## src/pkg/edq_params.svh

```systemverilog
/*
  Constants of the encoder divider and quadrature front end: register offsets,
  field positions, reset values, encodings and timing figures.
  Assumes a 40 MHz logic clock and a 32-bit AXI4-Lite register bus.
*/
`ifndef EDQ_PARAMS_SVH
`define EDQ_PARAMS_SVH

// Register offsets
`define EDQ_REG_DIV_CTRL 8'h00
`define EDQ_REG_QUAD_CTRL 8'h04
`define EDQ_REG_UPPER 8'h08
`define EDQ_REG_DIV_CFG 8'h0c
`define EDQ_REG_COUNT 8'h10
`define EDQ_REG_STATUS 8'h14
`define EDQ_WORD_MASK 8'hfc

// Divider control fields
`define EDQ_F_DIV_SRC 1
`define EDQ_F_EXP_HI 5
`define EDQ_F_EXP_LO 3
`define EDQ_F_DEN_HI 15
`define EDQ_F_DEN_LO 6
`define EDQ_F_STEP_HI 31
`define EDQ_F_STEP_LO 16

// Quadrature control fields
`define EDQ_F_LOWER_HI 23
`define EDQ_F_DECODE 24
`define EDQ_F_ACQ_HI 26
`define EDQ_F_ACQ_LO 25
`define EDQ_F_WIN_EN 27
`define EDQ_F_NO_REACQ 28
`define EDQ_F_STEP_EN 30
`define EDQ_F_QRESET 31
`define EDQ_QUAD_WMASK 32'h5fff_ffff

// Divider configuration fields
`define EDQ_F_FREE_RUN 0
`define EDQ_F_STOP_SLOW 1
`define EDQ_F_MCLK_HI 3
`define EDQ_F_MCLK_LO 2
`define EDQ_F_ROUTE_LO 4

// Status fields
`define EDQ_S_PHASE_A 0
`define EDQ_S_PHASE_B 1
`define EDQ_S_DIR 2
`define EDQ_S_IN_WIN 3
`define EDQ_S_NEW_LINES 4
`define EDQ_S_SLOW 5

// Reset values and encodings
`define EDQ_RST_DIV_CTRL 32'h0000_0040
`define EDQ_EXP_MAX 3'h6
`define EDQ_DEN_MIN 10'h001
`define EDQ_DIR_BOTH 2'h0
`define EDQ_DIR_POS 2'h1
`define EDQ_DIR_NEG 2'h2
`define EDQ_RESP_OKAY 2'h0
`define EDQ_RESP_SLVERR 2'h2

// Timing: slowest trackable input period in logic clock cycles
`define EDQ_CLK_HZ 40000000
`define EDQ_FIN_MIN_HZ 1600
`define EDQ_SLOW_CYC (`EDQ_CLK_HZ / `EDQ_FIN_MIN_HZ)

`endif

```

## src/pkg/edq_pkg.sv

```systemverilog
/*
  Types of the encoder divider and quadrature front end: divider mode and the
  packed state record of the top module.
  Assumes the constants header is included by the design file.
*/
package edq_pkg;

  // Divider operating mode, Gray coded along lock, slow, hold
  typedef enum logic [1:0] {
    edq_div_lock = 2'h0,
    edq_div_slow = 2'h1,
    edq_div_hold = 2'h3
  } edq_div_mode_t;

  // Whole state of the block
  typedef struct packed {
    logic aw_got;
    logic [7:0] aw_addr;
    logic w_got;
    logic [31:0] w_data;
    logic [3:0] w_strb;
    logic bvalid;
    logic [1:0] bresp;
    logic rvalid;
    logic [31:0] rdata;
    logic [1:0] rresp;
    logic [31:0] div_ctrl;
    logic [31:0] quad_ctrl;
    logic [23:0] upper;
    logic [6:0] div_cfg;
    logic [1:0] a_sync;
    logic [1:0] b_sync;
    logic a_prev;
    logic b_prev;
    logic [23:0] count;
    logic dir;
    logic [23:0] hi_mark;
    logic [23:0] lo_mark;
    logic new_lines;
    logic line_pulse;
    logic frame_pulse;
    logic [15:0] step_cnt;
    logic din_prev;
    logic [15:0] per_cnt;
    logic [15:0] period;
    logic period_valid;
    logic [26:0] acc;
    logic [9:0] lock_cnt;
    logic [10:0] slow_cnt;
    logic div_out;
    edq_div_mode_t mode;
    logic [2:0] consumer;
  } edq_state_t;

endpackage

```

## src/core/edq_top.sv

```systemverilog
/*
  Encoder front end: fractional encoder divider and quadrature decoder with
  line and frame triggers, behind an AXI4-Lite register slave.
  Assumes encoder phases arrive asynchronously on pins and that the bus master
  runs on clk.
*/
// The AXI4-Lite slave port and the register addresses were chosen for this implementation.
`include "edq_params.svh"

module edq_top #(
  parameter int SLOW_CYCLES = `EDQ_SLOW_CYC
) (
  input wire logic clk,
  input wire logic rst_b,
  input wire logic [7:0] s_axi_awaddr,
  input wire logic [2:0] s_axi_awprot,
  input wire logic s_axi_awvalid,
  output logic s_axi_awready,
  input wire logic [31:0] s_axi_wdata,
  input wire logic [3:0] s_axi_wstrb,
  input wire logic s_axi_wvalid,
  output logic s_axi_wready,
  output logic [1:0] s_axi_bresp,
  output logic s_axi_bvalid,
  input wire logic s_axi_bready,
  input wire logic [7:0] s_axi_araddr,
  input wire logic [2:0] s_axi_arprot,
  input wire logic s_axi_arvalid,
  output logic s_axi_arready,
  output logic [31:0] s_axi_rdata,
  output logic [1:0] s_axi_rresp,
  output logic s_axi_rvalid,
  input wire logic s_axi_rready,
  input wire logic enc_a_pin,
  input wire logic enc_b_pin,
  output logic line_trigger,
  output logic frame_trigger,
  output logic divider_out,
  output logic camera_trigger,
  output logic line_timing_out,
  output logic timing_table_out
);

  ////////////////////////////////////////////////////////////////////////////
  // State and helpers

  localparam logic [15:0] SLOW_LIM = 16'(SLOW_CYCLES);

  edq_pkg::edq_state_t st_ff;
  edq_pkg::edq_state_t nxt_st;
  logic qreset_req;
  logic [23:0] in_low;
  logic win_now;

  // Merge write data into a word under byte strobes
  function automatic logic [31:0] edq_merge(input logic [31:0] old,
                                             input logic [31:0] data,
                                             input logic [3:0] strb);
    logic [31:0] res;
    res = old;
    for (int i = 0; i < 4; i++) begin
      if (strb[i]) begin
        res[i*8 +: 8] = data[i*8 +: 8];
      end
    end
    return res;
  endfunction

  // Pending write that sets the quadrature reset bit
  assign qreset_req = st_ff.aw_got && st_ff.w_got && st_ff.w_strb[3] &&
                      st_ff.w_data[`EDQ_F_QRESET] &&
                      ((st_ff.aw_addr & `EDQ_WORD_MASK) == `EDQ_REG_QUAD_CTRL);
  assign in_low = st_ff.quad_ctrl[`EDQ_F_LOWER_HI:0];
  // Inclusive window on the current counter
  assign win_now = (st_ff.count >= in_low) && (st_ff.count <= st_ff.upper);

  ////////////////////////////////////////////////////////////////////////////
  // Next state

  always_comb begin
    logic a_new;
    logic b_new;
    logic a_chg;
    logic b_chg;
    logic up;
    logic rising;
    logic moved;
    logic [23:0] cnt_n;
    logic in_win;
    logic dir_ok;
    logic fresh;
    logic take;
    logic [15:0] step;
    logic enc_sel;
    logic din;
    logic din_rise;
    logic [2:0] expo;
    logic [9:0] den;
    logic slow;
    logic [26:0] target;
    logic [26:0] acc_n;
    logic [7:0] rd_addr;
    logic [31:0] wv;
    a_new = st_ff.a_sync[1];
    b_new = st_ff.b_sync[1];
    a_chg = 1'b0;
    b_chg = 1'b0;
    up = 1'b0;
    rising = 1'b0;
    moved = 1'b0;
    cnt_n = st_ff.count;
    in_win = 1'b0;
    dir_ok = 1'b0;
    fresh = 1'b0;
    take = 1'b0;
    step = st_ff.div_ctrl[`EDQ_F_STEP_HI:`EDQ_F_STEP_LO];
    enc_sel = 1'b0;
    din = 1'b0;
    din_rise = 1'b0;
    expo = st_ff.div_ctrl[`EDQ_F_EXP_HI:`EDQ_F_EXP_LO];
    den = st_ff.div_ctrl[`EDQ_F_DEN_HI:`EDQ_F_DEN_LO];
    slow = 1'b0;
    target = '0;
    acc_n = '0;
    rd_addr = s_axi_araddr & `EDQ_WORD_MASK;
    wv = '0;
    nxt_st = st_ff;
    nxt_st.line_pulse = 1'b0;
    nxt_st.frame_pulse = 1'b0;

    // Two-stage synchronisers, then one stage of history for edges
    nxt_st.a_sync = {st_ff.a_sync[0], enc_a_pin};
    nxt_st.b_sync = {st_ff.b_sync[0], enc_b_pin};
    nxt_st.a_prev = a_new;
    nxt_st.b_prev = b_new;

    // Quadrature decode: one phase changing at a time is a step
    a_chg = a_new ^ st_ff.a_prev;
    b_chg = b_new ^ st_ff.b_prev;
    up = a_new ^ st_ff.b_prev;
    rising = (a_chg && a_new) || (b_chg && b_new);
    moved = (a_chg ^ b_chg) && (st_ff.quad_ctrl[`EDQ_F_DECODE] || rising);
    cnt_n = up ? st_ff.count + 24'h1 : st_ff.count - 24'h1;
    in_win = (cnt_n >= in_low) && (cnt_n <= st_ff.upper);
    unique case (st_ff.quad_ctrl[`EDQ_F_ACQ_HI:`EDQ_F_ACQ_LO])
      `EDQ_DIR_BOTH: dir_ok = 1'b1;
      `EDQ_DIR_POS: dir_ok = up;
      `EDQ_DIR_NEG: dir_ok = !up;
      default: dir_ok = 1'b0;
    endcase
    fresh = (cnt_n > st_ff.hi_mark) || (cnt_n < st_ff.lo_mark);
    // Every gate applies at once
    take = moved && dir_ok &&
           (!st_ff.quad_ctrl[`EDQ_F_WIN_EN] || in_win) &&
           (!st_ff.quad_ctrl[`EDQ_F_NO_REACQ] || fresh);
    if (moved) begin
      nxt_st.count = cnt_n;
      nxt_st.dir = up;
      nxt_st.new_lines = take;
    end
    if (take) begin
      nxt_st.line_pulse = 1'b1;
      // Acquired range grows to cover the new value
      if (cnt_n > st_ff.hi_mark) begin
        nxt_st.hi_mark = cnt_n;
      end
      if (cnt_n < st_ff.lo_mark) begin
        nxt_st.lo_mark = cnt_n;
      end
      // Frame trigger after the programmed number of taken counts
      if (st_ff.quad_ctrl[`EDQ_F_STEP_EN] && (step != 16'h0)) begin
        if (st_ff.step_cnt + 16'h1 >= step) begin
          nxt_st.frame_pulse = 1'b1;
          nxt_st.step_cnt = '0;
        end else begin
          nxt_st.step_cnt = st_ff.step_cnt + 16'h1;
        end
      end
    end

    // Undivided encoder signal and divider input selection
    enc_sel = st_ff.quad_ctrl[`EDQ_F_STEP_EN] ? st_ff.frame_pulse : st_ff.line_pulse;
    din = st_ff.div_ctrl[`EDQ_F_DIV_SRC] ? enc_sel : a_new;
    din_rise = din && !st_ff.din_prev;
    nxt_st.din_prev = din;
    if (expo > `EDQ_EXP_MAX) begin
      expo = `EDQ_EXP_MAX;
    end
    if (den == 10'h0) begin
      den = `EDQ_DEN_MIN;
    end

    // Input period measured in clk cycles, saturating
    if (din_rise) begin
      nxt_st.period = st_ff.per_cnt;
      nxt_st.period_valid = 1'b1;
      nxt_st.per_cnt = 16'h1;
    end else if (st_ff.per_cnt != 16'hffff) begin
      nxt_st.per_cnt = st_ff.per_cnt + 16'h1;
    end
    slow = !st_ff.period_valid || (st_ff.per_cnt >= SLOW_LIM) ||
           (st_ff.period >= SLOW_LIM);

    // Mode selection on input speed
    unique case (st_ff.mode)
      edq_pkg::edq_div_lock: begin
        if (slow) begin
          nxt_st.mode = st_ff.div_cfg[`EDQ_F_STOP_SLOW] ? edq_pkg::edq_div_hold
                                                        : edq_pkg::edq_div_slow;
        end
      end
      edq_pkg::edq_div_slow: begin
        if (!slow) begin
          nxt_st.mode = edq_pkg::edq_div_lock;
        end else if (st_ff.div_cfg[`EDQ_F_STOP_SLOW]) begin
          nxt_st.mode = edq_pkg::edq_div_hold;
        end
      end
      edq_pkg::edq_div_hold: begin
        if (!slow) begin
          nxt_st.mode = edq_pkg::edq_div_lock;
        end else if (!st_ff.div_cfg[`EDQ_F_STOP_SLOW]) begin
          nxt_st.mode = edq_pkg::edq_div_slow;
        end
      end
      default: nxt_st.mode = edq_pkg::edq_div_lock;
    endcase

    // Output generation per mode
    unique case (st_ff.mode)
      edq_pkg::edq_div_lock: begin
        // Oscillator: 2^(N+1) half periods per period*M cycles
        target = {11'h0, st_ff.period} * {17'h0, den};
        acc_n = st_ff.acc + 27'(8'h2 << expo);
        if (acc_n >= target) begin
          acc_n = acc_n - target;
          nxt_st.div_out = !st_ff.div_out;
          if (acc_n >= target) begin
            acc_n = '0;
          end
        end
        nxt_st.acc = acc_n;
        // Realign to the input once every M input periods
        if (din_rise) begin
          if (st_ff.lock_cnt + 10'h1 >= den) begin
            nxt_st.lock_cnt = '0;
            if (!st_ff.div_cfg[`EDQ_F_FREE_RUN]) begin
              nxt_st.acc = '0;
            end
          end else begin
            nxt_st.lock_cnt = st_ff.lock_cnt + 10'h1;
          end
        end
      end
      edq_pkg::edq_div_slow: begin
        // Plain divider: toggle every 2M rising input edges
        if (din_rise) begin
          if (st_ff.slow_cnt + 11'h1 >= {den, 1'b0}) begin
            nxt_st.slow_cnt = '0;
            nxt_st.div_out = !st_ff.div_out;
          end else begin
            nxt_st.slow_cnt = st_ff.slow_cnt + 11'h1;
          end
        end
      end
      edq_pkg::edq_div_hold: begin
        nxt_st.slow_cnt = '0;
      end
      default: nxt_st.acc = '0;
    endcase

    // Consumer routing: divided or undivided encoder signal
    for (int i = 0; i < 3; i++) begin
      nxt_st.consumer[i] = st_ff.div_cfg[`EDQ_F_ROUTE_LO + i] ? st_ff.div_out : enc_sel;
    end

    // Bus: address and data taken independently
    if (s_axi_awvalid && s_axi_awready) begin
      nxt_st.aw_got = 1'b1;
      nxt_st.aw_addr = s_axi_awaddr & `EDQ_WORD_MASK;
    end
    if (s_axi_wvalid && s_axi_wready) begin
      nxt_st.w_got = 1'b1;
      nxt_st.w_data = s_axi_wdata;
      nxt_st.w_strb = s_axi_wstrb;
    end
    if (st_ff.bvalid && s_axi_bready) begin
      nxt_st.bvalid = 1'b0;
    end
    // Register write once both halves are held
    if (st_ff.aw_got && st_ff.w_got) begin
      nxt_st.aw_got = 1'b0;
      nxt_st.w_got = 1'b0;
      nxt_st.bvalid = 1'b1;
      nxt_st.bresp = `EDQ_RESP_OKAY;
      unique case (st_ff.aw_addr)
        `EDQ_REG_DIV_CTRL: begin
          nxt_st.div_ctrl = edq_merge(st_ff.div_ctrl, st_ff.w_data, st_ff.w_strb);
        end
        `EDQ_REG_QUAD_CTRL: begin
          wv = edq_merge(st_ff.quad_ctrl, st_ff.w_data, st_ff.w_strb);
          nxt_st.quad_ctrl = wv & `EDQ_QUAD_WMASK;
        end
        `EDQ_REG_UPPER: begin
          wv = edq_merge({8'h0, st_ff.upper}, st_ff.w_data, st_ff.w_strb);
          nxt_st.upper = wv[23:0];
        end
        `EDQ_REG_DIV_CFG: begin
          wv = edq_merge({25'h0, st_ff.div_cfg}, st_ff.w_data, st_ff.w_strb);
          nxt_st.div_cfg = wv[6:0];
        end
        `EDQ_REG_COUNT, `EDQ_REG_STATUS: nxt_st.bresp = `EDQ_RESP_OKAY;
        default: nxt_st.bresp = `EDQ_RESP_SLVERR;
      endcase
    end
    // Quadrature reset clears counter, history and triggers
    if (qreset_req) begin
      nxt_st.count = '0;
      nxt_st.hi_mark = '0;
      nxt_st.lo_mark = '0;
      nxt_st.step_cnt = '0;
      nxt_st.new_lines = 1'b0;
      nxt_st.line_pulse = 1'b0;
      nxt_st.frame_pulse = 1'b0;
    end

    // Read answer
    if (st_ff.rvalid && s_axi_rready) begin
      nxt_st.rvalid = 1'b0;
    end
    if (s_axi_arvalid && s_axi_arready) begin
      nxt_st.rvalid = 1'b1;
      nxt_st.rresp = `EDQ_RESP_OKAY;
      nxt_st.rdata = '0;
      unique case (rd_addr)
        `EDQ_REG_DIV_CTRL: nxt_st.rdata = st_ff.div_ctrl;
        `EDQ_REG_QUAD_CTRL: nxt_st.rdata = st_ff.quad_ctrl;
        `EDQ_REG_UPPER: nxt_st.rdata = {8'h0, st_ff.upper};
        `EDQ_REG_DIV_CFG: nxt_st.rdata = {25'h0, st_ff.div_cfg};
        `EDQ_REG_COUNT: nxt_st.rdata = {8'h0, st_ff.count};
        `EDQ_REG_STATUS: begin
          nxt_st.rdata[`EDQ_S_PHASE_A] = a_new;
          nxt_st.rdata[`EDQ_S_PHASE_B] = b_new;
          nxt_st.rdata[`EDQ_S_DIR] = st_ff.dir;
          nxt_st.rdata[`EDQ_S_IN_WIN] = win_now;
          nxt_st.rdata[`EDQ_S_NEW_LINES] = st_ff.new_lines;
          nxt_st.rdata[`EDQ_S_SLOW] = (st_ff.mode != edq_pkg::edq_div_lock);
        end
        default: nxt_st.rresp = `EDQ_RESP_SLVERR;
      endcase
    end
  end

  ////////////////////////////////////////////////////////////////////////////
  // State register

  always_ff @(posedge clk or negedge rst_b) begin
    if (!rst_b) begin
      st_ff <= '0;
      st_ff.div_ctrl <= `EDQ_RST_DIV_CTRL;
    end else begin
      st_ff <= nxt_st;
    end
  end

  ////////////////////////////////////////////////////////////////////////////
  // Outputs

  assign s_axi_awready = !st_ff.aw_got && !st_ff.bvalid;
  assign s_axi_wready = !st_ff.w_got && !st_ff.bvalid;
  assign s_axi_bvalid = st_ff.bvalid;
  assign s_axi_bresp = st_ff.bresp;
  assign s_axi_arready = !st_ff.rvalid;
  assign s_axi_rvalid = st_ff.rvalid;
  assign s_axi_rdata = st_ff.rdata;
  assign s_axi_rresp = st_ff.rresp;
  assign line_trigger = st_ff.line_pulse;
  assign frame_trigger = st_ff.frame_pulse;
  assign divider_out = st_ff.div_out;
  assign camera_trigger = st_ff.consumer[0];
  assign line_timing_out = st_ff.consumer[1];
  assign timing_table_out = st_ff.consumer[2];

  ////////////////////////////////////////////////////////////////////////////
  // Assertions

  // Counter moves by one step only
  count_step_a: assert property (
    @(posedge clk) disable iff (!rst_b)
    (st_ff.count != $past(st_ff.count)) && !$past(qreset_req) |->
      (st_ff.count == $past(st_ff.count) + 24'h1) ||
      (st_ff.count == $past(st_ff.count) - 24'h1))
    else $error("position counter jumped");

  // Lines in window mode lie inside the limits
  window_gate_a: assert property (
    @(posedge clk) disable iff (!rst_b)
    st_ff.line_pulse && $past(st_ff.quad_ctrl[`EDQ_F_WIN_EN]) |->
      (st_ff.count >= $past(in_low)) && (st_ff.count <= $past(st_ff.upper)))
    else $error("line taken outside window");

  // Positive-only lines come from upward steps
  dir_pos_a: assert property (
    @(posedge clk) disable iff (!rst_b)
    st_ff.line_pulse &&
      ($past(st_ff.quad_ctrl[`EDQ_F_ACQ_HI:`EDQ_F_ACQ_LO]) == `EDQ_DIR_POS) |->
      st_ff.dir && (st_ff.count == $past(st_ff.count) + 24'h1))
    else $error("line taken on wrong direction");

  // Reserved direction code takes no line
  dir_reserved_a: assert property (
    @(posedge clk) disable iff (!rst_b)
    ($past(st_ff.quad_ctrl[`EDQ_F_ACQ_HI:`EDQ_F_ACQ_LO]) == 2'h3) |-> !st_ff.line_pulse)
    else $error("line taken with reserved direction");

  // No-reacquire takes only values beyond the acquired range
  reacq_fresh_a: assert property (
    @(posedge clk) disable iff (!rst_b)
    st_ff.line_pulse && $past(st_ff.quad_ctrl[`EDQ_F_NO_REACQ]) |->
      (st_ff.count > $past(st_ff.hi_mark)) || (st_ff.count < $past(st_ff.lo_mark)))
    else $error("position acquired twice");

  // Hold mode keeps the output still
  hold_static_a: assert property (
    @(posedge clk) disable iff (!rst_b)
    (st_ff.mode == edq_pkg::edq_div_hold) ##1 (st_ff.mode == edq_pkg::edq_div_hold) |->
      $stable(st_ff.div_out))
    else $error("divider output moved in hold");

  // Reset bit clears counter and step count on the next edge
  enc_reset_a: assert property (
    @(posedge clk) disable iff (!rst_b)
    qreset_req |=> (st_ff.count == 24'h0) && (st_ff.step_cnt == 16'h0) &&
      (st_ff.hi_mark == 24'h0) && !st_ff.line_pulse)
    else $error("quadrature reset incomplete");

  // Coarse resolution counts on rising phases only
  coarse_rise_a: assert property (
    @(posedge clk) disable iff (!rst_b)
    (st_ff.count != $past(st_ff.count)) && !$past(qreset_req) &&
      !$past(st_ff.quad_ctrl[`EDQ_F_DECODE]) |->
      (st_ff.a_prev && !$past(st_ff.a_prev)) || (st_ff.b_prev && !$past(st_ff.b_prev)))
    else $error("coarse mode counted a falling edge");

  // Frame trigger only with a taken line in step mode
  step_frame_a: assert property (
    @(posedge clk) disable iff (!rst_b)
    st_ff.frame_pulse |-> st_ff.line_pulse && $past(st_ff.quad_ctrl[`EDQ_F_STEP_EN]))
    else $error("frame trigger without step");

  // Write answer stands until taken
  bus_bhold_a: assert property (
    @(posedge clk) disable iff (!rst_b)
    st_ff.bvalid && !s_axi_bready |=> st_ff.bvalid && $stable(st_ff.bresp))
    else $error("write response dropped");

  // Scenarios
  win_line_c: cover property (@(posedge clk) disable iff (!rst_b)
    st_ff.line_pulse && st_ff.quad_ctrl[`EDQ_F_WIN_EN]);
  frame_c: cover property (@(posedge clk) disable iff (!rst_b) st_ff.frame_pulse);
  hold_c: cover property (@(posedge clk) disable iff (!rst_b)
    st_ff.mode == edq_pkg::edq_div_hold);
  lock_toggle_c: cover property (@(posedge clk) disable iff (!rst_b)
    (st_ff.mode == edq_pkg::edq_div_lock) && $changed(st_ff.div_out));

endmodule

```

## config.mk

```make
export PLATFORM = sky130hd
export DESIGN_NAME = edq_top
export DESIGN_NICKNAME = d
export VERILOG_FILES = /design/src/pkg/edq_pkg.sv /design/src/core/edq_top.sv
export VERILOG_INCLUDE_DIRS = /design/src /design/src/pkg
export SDC_FILE = /design/constraint.sdc
export NUM_CORES = 1
export LEC_CHECK = 0
export BUFFER_PORTS_ARGS = -buffer_cell sky130_fd_sc_hd__buf_4
export CORE_AREA = 2 2 271 273
export CTS_CLUSTER_DIAMETER = 200
export DETAILED_ROUTE_END_ITERATION = 8
export DIE_AREA = 0 0 273 275
export GPL_TIMING_DRIVEN = 0
export PLACE_DENSITY_LB_ADDON = 0.08
export REMOVE_ABC_BUFFERS = 1
export SLEW_MARGIN = 20
export SYNTH_ARGS = -nofsm -noshare
export SYNTH_HDL_FRONTEND = slang
export SYNTH_SLANG_ARGS = --single-unit
```

## constraint.sdc

```tcl
create_clock -name clk -period 8.8 [get_ports clk]
set_input_delay 0.44 -clock clk [delete_from_list [all_inputs] [get_ports clk]]
set_output_delay 0.44 -clock clk [all_outputs]
set_load 0.03 [all_outputs]
```

* Word-level counts from Yosys, hierarchy flattened
Cells that the tools add are included.
Storage, ports and cells: output and inout bits 47, word-level logic and storage cells 226, register bits 361, input port bits 67
Operators by class: bitwise operators 4, add/subtract/negate cells 8, shift operators 1, multipliers 1, mux-type cells 54, eq/ne operators 21, $lt $le $gt $ge 14, reduce and logical (&&, ||, !) cells 79
Operator list (count):
- $pmux 26 s5 | 1
- $mux 27 | 4
- $mux 24 | 4
- $mux 37 | 2
- $mux 67 | 1
- $ge 27x26->1 | 2
- $pmux 27 s2 | 1
- $ge 24x24->1 | 2
- $le 24x24->1 | 2
- $mux 16 | 3
- $mux 48 | 1
- $reduce_and 3->1 | 13
- $pmux 6 s6 | 1
- $mux 35 | 1
- $add 16x1->16 const B | 2
- $ge 16x15->1 const B | 2
- $add 27x27->27 | 1
- $shl 2x3->27 const A | 1
- $sub 27x26->27 | 1
- $mul 16x10->26 | 1
- $reduce_bool 2->1 | 13
- $mux 25 | 1
- $add 24x1->24 const B | 1
- $eq 6x2->1 const B | 4
- other kinds (41) | 117

* Depth between registers and ports, before layout
depth after elaboration 12, depth in mapped cells 40, depth with buffers taken out 36

* Worst setup path after synthesis
Ideal clock, no wire load.
path type reg2reg, from register st_ff[258] (netlist bit), to register st_ff[43] (netlist bit), path slack 0.372 ns, buffers on the path 4, cell stages (with the launch flop) 40, arrival time 8.302 ns, cells stage by stage dfrtp_1 > clkbuf_1 > clkbuf_1 > nand2_1 > fa_1 > inv_1 > fa_1 > inv_1 > fa_1 > inv_1 > fa_1 > fa_1 > ha_1 > and4_4 > and2_1 > a31oi_2 > nand2_1 > a21oi_1 > [4 not listed] > ha_1 > nand3_1 > a2111oi_0 > a211oi_1 > nand3_1 > inv_1 > o31ai_2 > a31oi_1 > mux2i_1 > o2111ai_1 > ha_1 > nand4_1 > nor3_1 > a211oi_1 > o211a_1 > buf_6 > buf_8 > a221o_1
Between the ends: cells in the longest elaborated chain, start to end 11
Ends and longest elaborated chain:
- start: declaration | RTL line edq_top.sv:49 | edq_pkg::edq_state_t st_ff;
- start signal: assignment | RTL line edq_top.sv:362 | st_ff <= nxt_st;
- $logic_not 10->1 | RTL line edq_top.sv:189 | if (den == 10'h0) begin
- $mux 10 * | RTL line edq_top.sv:189
- $mul 16x10->26 | RTL line edq_top.sv:233 | target = {11'h0, st_ff.period} * {17'h0, den};
- $sub 27x26->27 | RTL line edq_top.sv:236 | acc_n = acc_n - target;
- $ge 27x26->1 | RTL line edq_top.sv:238 | if (acc_n >= target) begin
- $mux 27 | RTL line edq_top.sv:238
- $mux 27 | RTL line edq_top.sv:235 | if (acc_n >= target) begin
- $mux 27 | RTL line edq_top.sv:247 | if (!st_ff.div_cfg[`EDQ_F_FREE_RUN]) begin
- $mux 27 | RTL line edq_top.sv:245 | if (st_ff.lock_cnt + 10'h1 >= den) begin
- $mux 37 * | RTL line edq_top.sv:244 | if (din_rise) begin
- $pmux 27 s2 * | RTL line edq_top.sv:230 | unique case (st_ff.mode)
Mark *: on every way between the ends. The rest lies on a longest branch, timed or not. A chain may end at the register's enable or synchronous reset.

* Worst setup path in the final report
from register st_ff[261] (netlist bit), to register st_ff[34] (netlist bit)
The elaborated chain is that of the path after synthesis.

==> parameters.txt <==
Parameter                              Value

Clock tree
  CTS Buf Count ... 45
  Clock latency on the worst-skew pair ... 610 ps
  Clock Tree Root ... clkbuf_16
  Maximum clock insertion buffer count ... 3
  TritonCTS Sinks ... 359
  Clock transition time at the flip-flop clock pins of the worst setup and hold paths ... 60 ps
  H-tree level count ... 2
  CTS tree ... built

Setup path
  CP bufs+invs ... 4
  Source of the worst register-to-register timing path ... st_ff[261]
  Critical path type ... reg -> reg
  Worst setup slack for register-to-register paths ... 310 ps
  Kind of end point of the critical path ... flop
  Peak per-stage delay on the critical path ... 570 ps
  Data required time of the critical path ... 9330 ps
  Highest fanout seen on the critical path ... 7
  Top cell by count, worst path ... fa_1
  Slowest cell on the critical path ... dfrtp_4
  Startpoint types ... flop
  Worst reg2reg endpoint ... st_ff[34]
  Number of cell instances on the worst register-to-register path ... 34
  Arrival @ worst endpoint ... 9020 ps
  Family of cells with the greatest summed delay on the critical path ... adder cells

GRT
  Total routing resource utilization after global routing ... 0.224
  Total overflow reported by the global router ... 0
  Via count of the first global-routing pass ... 23.0k
  Initial antenna violation count ... 1
  Wire length of the first global-routing pass ... 131 mm
  Maximum number of pins on one net before global-route repair ... 88

Outcome
  Result of the run ... complete, no violations

STA
  Total negative setup slack ... 0 ps
  Number of pins with negative max-slew slack in the final report ... 0
  Final Hold Viols ... 0
  Worst slew pin tran ... 1190 ps
  Fmax ... 118 MHz
  Post-route setup slack ... 309 ps
  Setup clock skew after layout ... 26.6 ps
  Fin crit share ... 0.965
  Setup violation total in the final timing report ... 0
  Clock period minus final worst setup slack ... 8490 ps
  Headroom to the max-slew limit ... 0.206

Synthesis
  XOR/XNOR share of the synthesized area ... 0.0426
  Asr flop ratio synth ... 1.00
  Post-synthesis instance total ... 3,056
  Part of the Yosys area used for sequential elements ... 0.315
  Yosys synthesis warning count ... 0
  Synth cell types ... 90
  Post-synthesis instance area ... 28,500 µm²
  Combinational family with the most area after synthesis ... adder cells
  Simple-Gate Fraction of Synth Area ... 0.155
  Fraction of synthesized area in multiplexers ... 0.0568
  Number of register bits inferred by synthesis ... 359
  Number of enable flip-flop cells after synthesis ... 0
  Post-Syn Area per Cell ... 9.33 µm²
  Synth Area in Adders ... 0.224
  Synth Area in Compound Gates ... 0.145
  Leading register cell type out of synthesis ... dfrtp_1

Finish
  Final Instance Count excl. Fillers ... 4,133
  Final #Nets ... 3,650
  Most frequent standard cell in the layout excluding fill and tap cells ... nand2_1
  Antenna diode instance count ... 0
  Highest-count cells in the layout ignoring fill and taps ... nand2_1, dfrtp_1, ha_1, inv_1, o21ai_0
  Fillers ... 6,957
  Ratio of cells with drive above 1 in the final layout ... 0.146
  Final standard cell utilization of the core ... 0.449
  Area growth, synth to finish ... 13.9%

Floorplanning
  Die area ... 75,100 µm²
  Core Box Area ... 72,300 µm²
  Floorplan row count ... 99
  Die span in y ... 275 µm
  Width of the chip ... 273 µm
  Count of pins on the block boundary ... 114
  Starting utilization of the core area ... 0.394

Drt
  Number of DRC markers after the initial detailed-route iteration ... 1,437
  1st-pass router iterations ... 6
  Residual antenna-violating net count after detailed routing ... 0
  Vias ... 22.6k
  Routed vias/inst ... 5.46
  Final routed wire length divided by cell count ... 20.3 µm
  DR DRC count ... 0
  Total detailed-routing wirelength ... 84.0 mm

Min path
  Origin of the worst min-delay path ... s_axi_awaddr[2]
  Hold Path Class ... in -> reg
  Endpoint of the worst hold-timing path ... st_ff[358]
  Hold path depth ... 3

Placed design
  Worst Setup Slack post-DPL ... -1700 ps
  IO Port Bufs ... 101
  Cell count after placement ... 3,991
  HPWL after detailed placement ... 63.2 mm
  Last weighted congestion value of the routability-driven placer ... 0.869

Power
  Power density relative to cell area ... 382 nW/µm²
  Static Leakage ... 15.7 nW
  Worst-case vdd ir drop ... 0.000269 V

Flow run
  Max-Cap Viols ... 0
cell families (layout without fill, tap and decap cells):
family / after synthesis / in the layout
and+or+nand+nor: 926 / 926
AOI/OAI and AO/OA: 624 / 627
adders and majority gates: 442 / 442
buffers and inverters: 420 / 533
DFF: 359 / 359
muxes: 147 / 147
xor gates and xnor gates: 137 / 137
other: 1 / 3
metal layers:
metal / track usage / up-vias / part of all wire
li1: - / 10760 / -
met1: 0.291 / 11245 / 0.45
met2: 0.390 / 419 / 0.49
met3: 0.0253 / 138 / 0.035
met4: 0.0697 / 2 / 0.031
met5: 0 / - / 0.000083
cell type report:
cell class                 count  area [µm²]  share of cell area
timing repair buffer         181        1570              0.0484
multi-input combinational   2282       18100               0.558
clock buffer                  53        1220              0.0374
inverter                     272        1020              0.0314
tap                          959        1200              0.0369
clock inverter                27         309             0.00951
sequential                   359        9030               0.278
where the power goes:
part           total (W)  internal, W  switching [W]
clock            0.00193      0.00112       0.000816
sequential       0.00275      0.00216       0.000586
combinational    0.00774      0.00326        0.00449
total             0.0124      0.00653        0.00589
synth_stat cells, drive strengths merged, types with 5 or more instances:
cell	n	area share
buf	54	0.013
a31oi	17	0.0045
a2111oi	5	0.0015
fa	113	0.079
nor2	174	0.023
a221oi	26	0.0088
o21a	34	0.0090
or4	6	0.0016
o41ai	5	0.0015
ha	329	0.14
dfrtp	358	0.31
nor3	34	0.0061
xnor2	80	0.025
clkbuf	94	0.012
o21ai	186	0.033
o211ai	12	0.0033
o22ai	7	0.0015
a21oi	122	0.021
nor2b	23	0.0050
and2	86	0.019
nand2	362	0.048
inv	272	0.036
nor3b	11	0.0033
a221o	27	0.0095
a211oi	25	0.0068
nor4	15	0.0033
or2	9	0.0020
o21bai	14	0.0037
nand4	34	0.0080
mux2i	47	0.016
nand3	64	0.011
a21o	75	0.020
xor2	56	0.017
or3	16	0.0035
nand2b	36	0.0079
a22o	18	0.0055
a22oi	12	0.0032
mux2	98	0.039
and3	44	0.010
through the flow:
stage / total power (W) / hold WS [ps] / area [µm²]
finish: 0.0124 / 59.0 / 32500
global route: 0.0136 / 41.5 / 32500
CTS: 0.0124 / 26.5 / 32200
detailed placement: 0.0101 / 340 / 30200
global placement: 0.00979 / 341 / 29800
floorplan: 0.00777 / 144 / 27800
registers in the layout, summed over array words and instances (netlist names):
| register | flops |
|---|---|
| line_trigger | 1 |
| line_timing_out | 1 |
| frame_trigger | 1 |
| s_axi_bvalid | 1 |
| divider_out | 1 |
| in_low | 24 |
| s_axi_rdata | 32 |
| s_axi_rresp | 1 |
| s_axi_rvalid | 1 |
| camera_trigger | 1 |
| st_ff | 289 |
| timing_table_out | 1 |
| s_axi_bresp | 1 |
| nxt_st | 4 |
worst min-delay path: stages:
cell and delay, ps:
buf_4 80, nand2_1 40, o21ai_0 60
repair_timing:
| item | in CTS | in global routing |
|---|---|---|
| gates cloned | 2 | 1 |
| endpoints found under the setup margin | 27 | 26 |
| hold buffers | 5 | 0 |
| hold endpoints to repair | 61 | 0 |
| buffers inserted | 42 | 12 |
| gates resized for setup | 41 | 27 |
| pin swaps | 6 | 18 |
worst max-delay path by stage:
stage	end	cells past startpoint	startpoint
2_1_floorplan	st_ff[36]	36	st_ff[258]
3_3_place_gp	st_ff[110]	19	nxt_st[181]
3_5_place_dp	st_ff[38]	34	st_ff[264]
4_1_cts	st_ff[50]	33	st_ff[63]
5_1_grt	st_ff[38]	36	st_ff[261]
6_report	st_ff[34]	34	st_ff[261]
No activity file was read; power rests on OpenSTA's default activity.
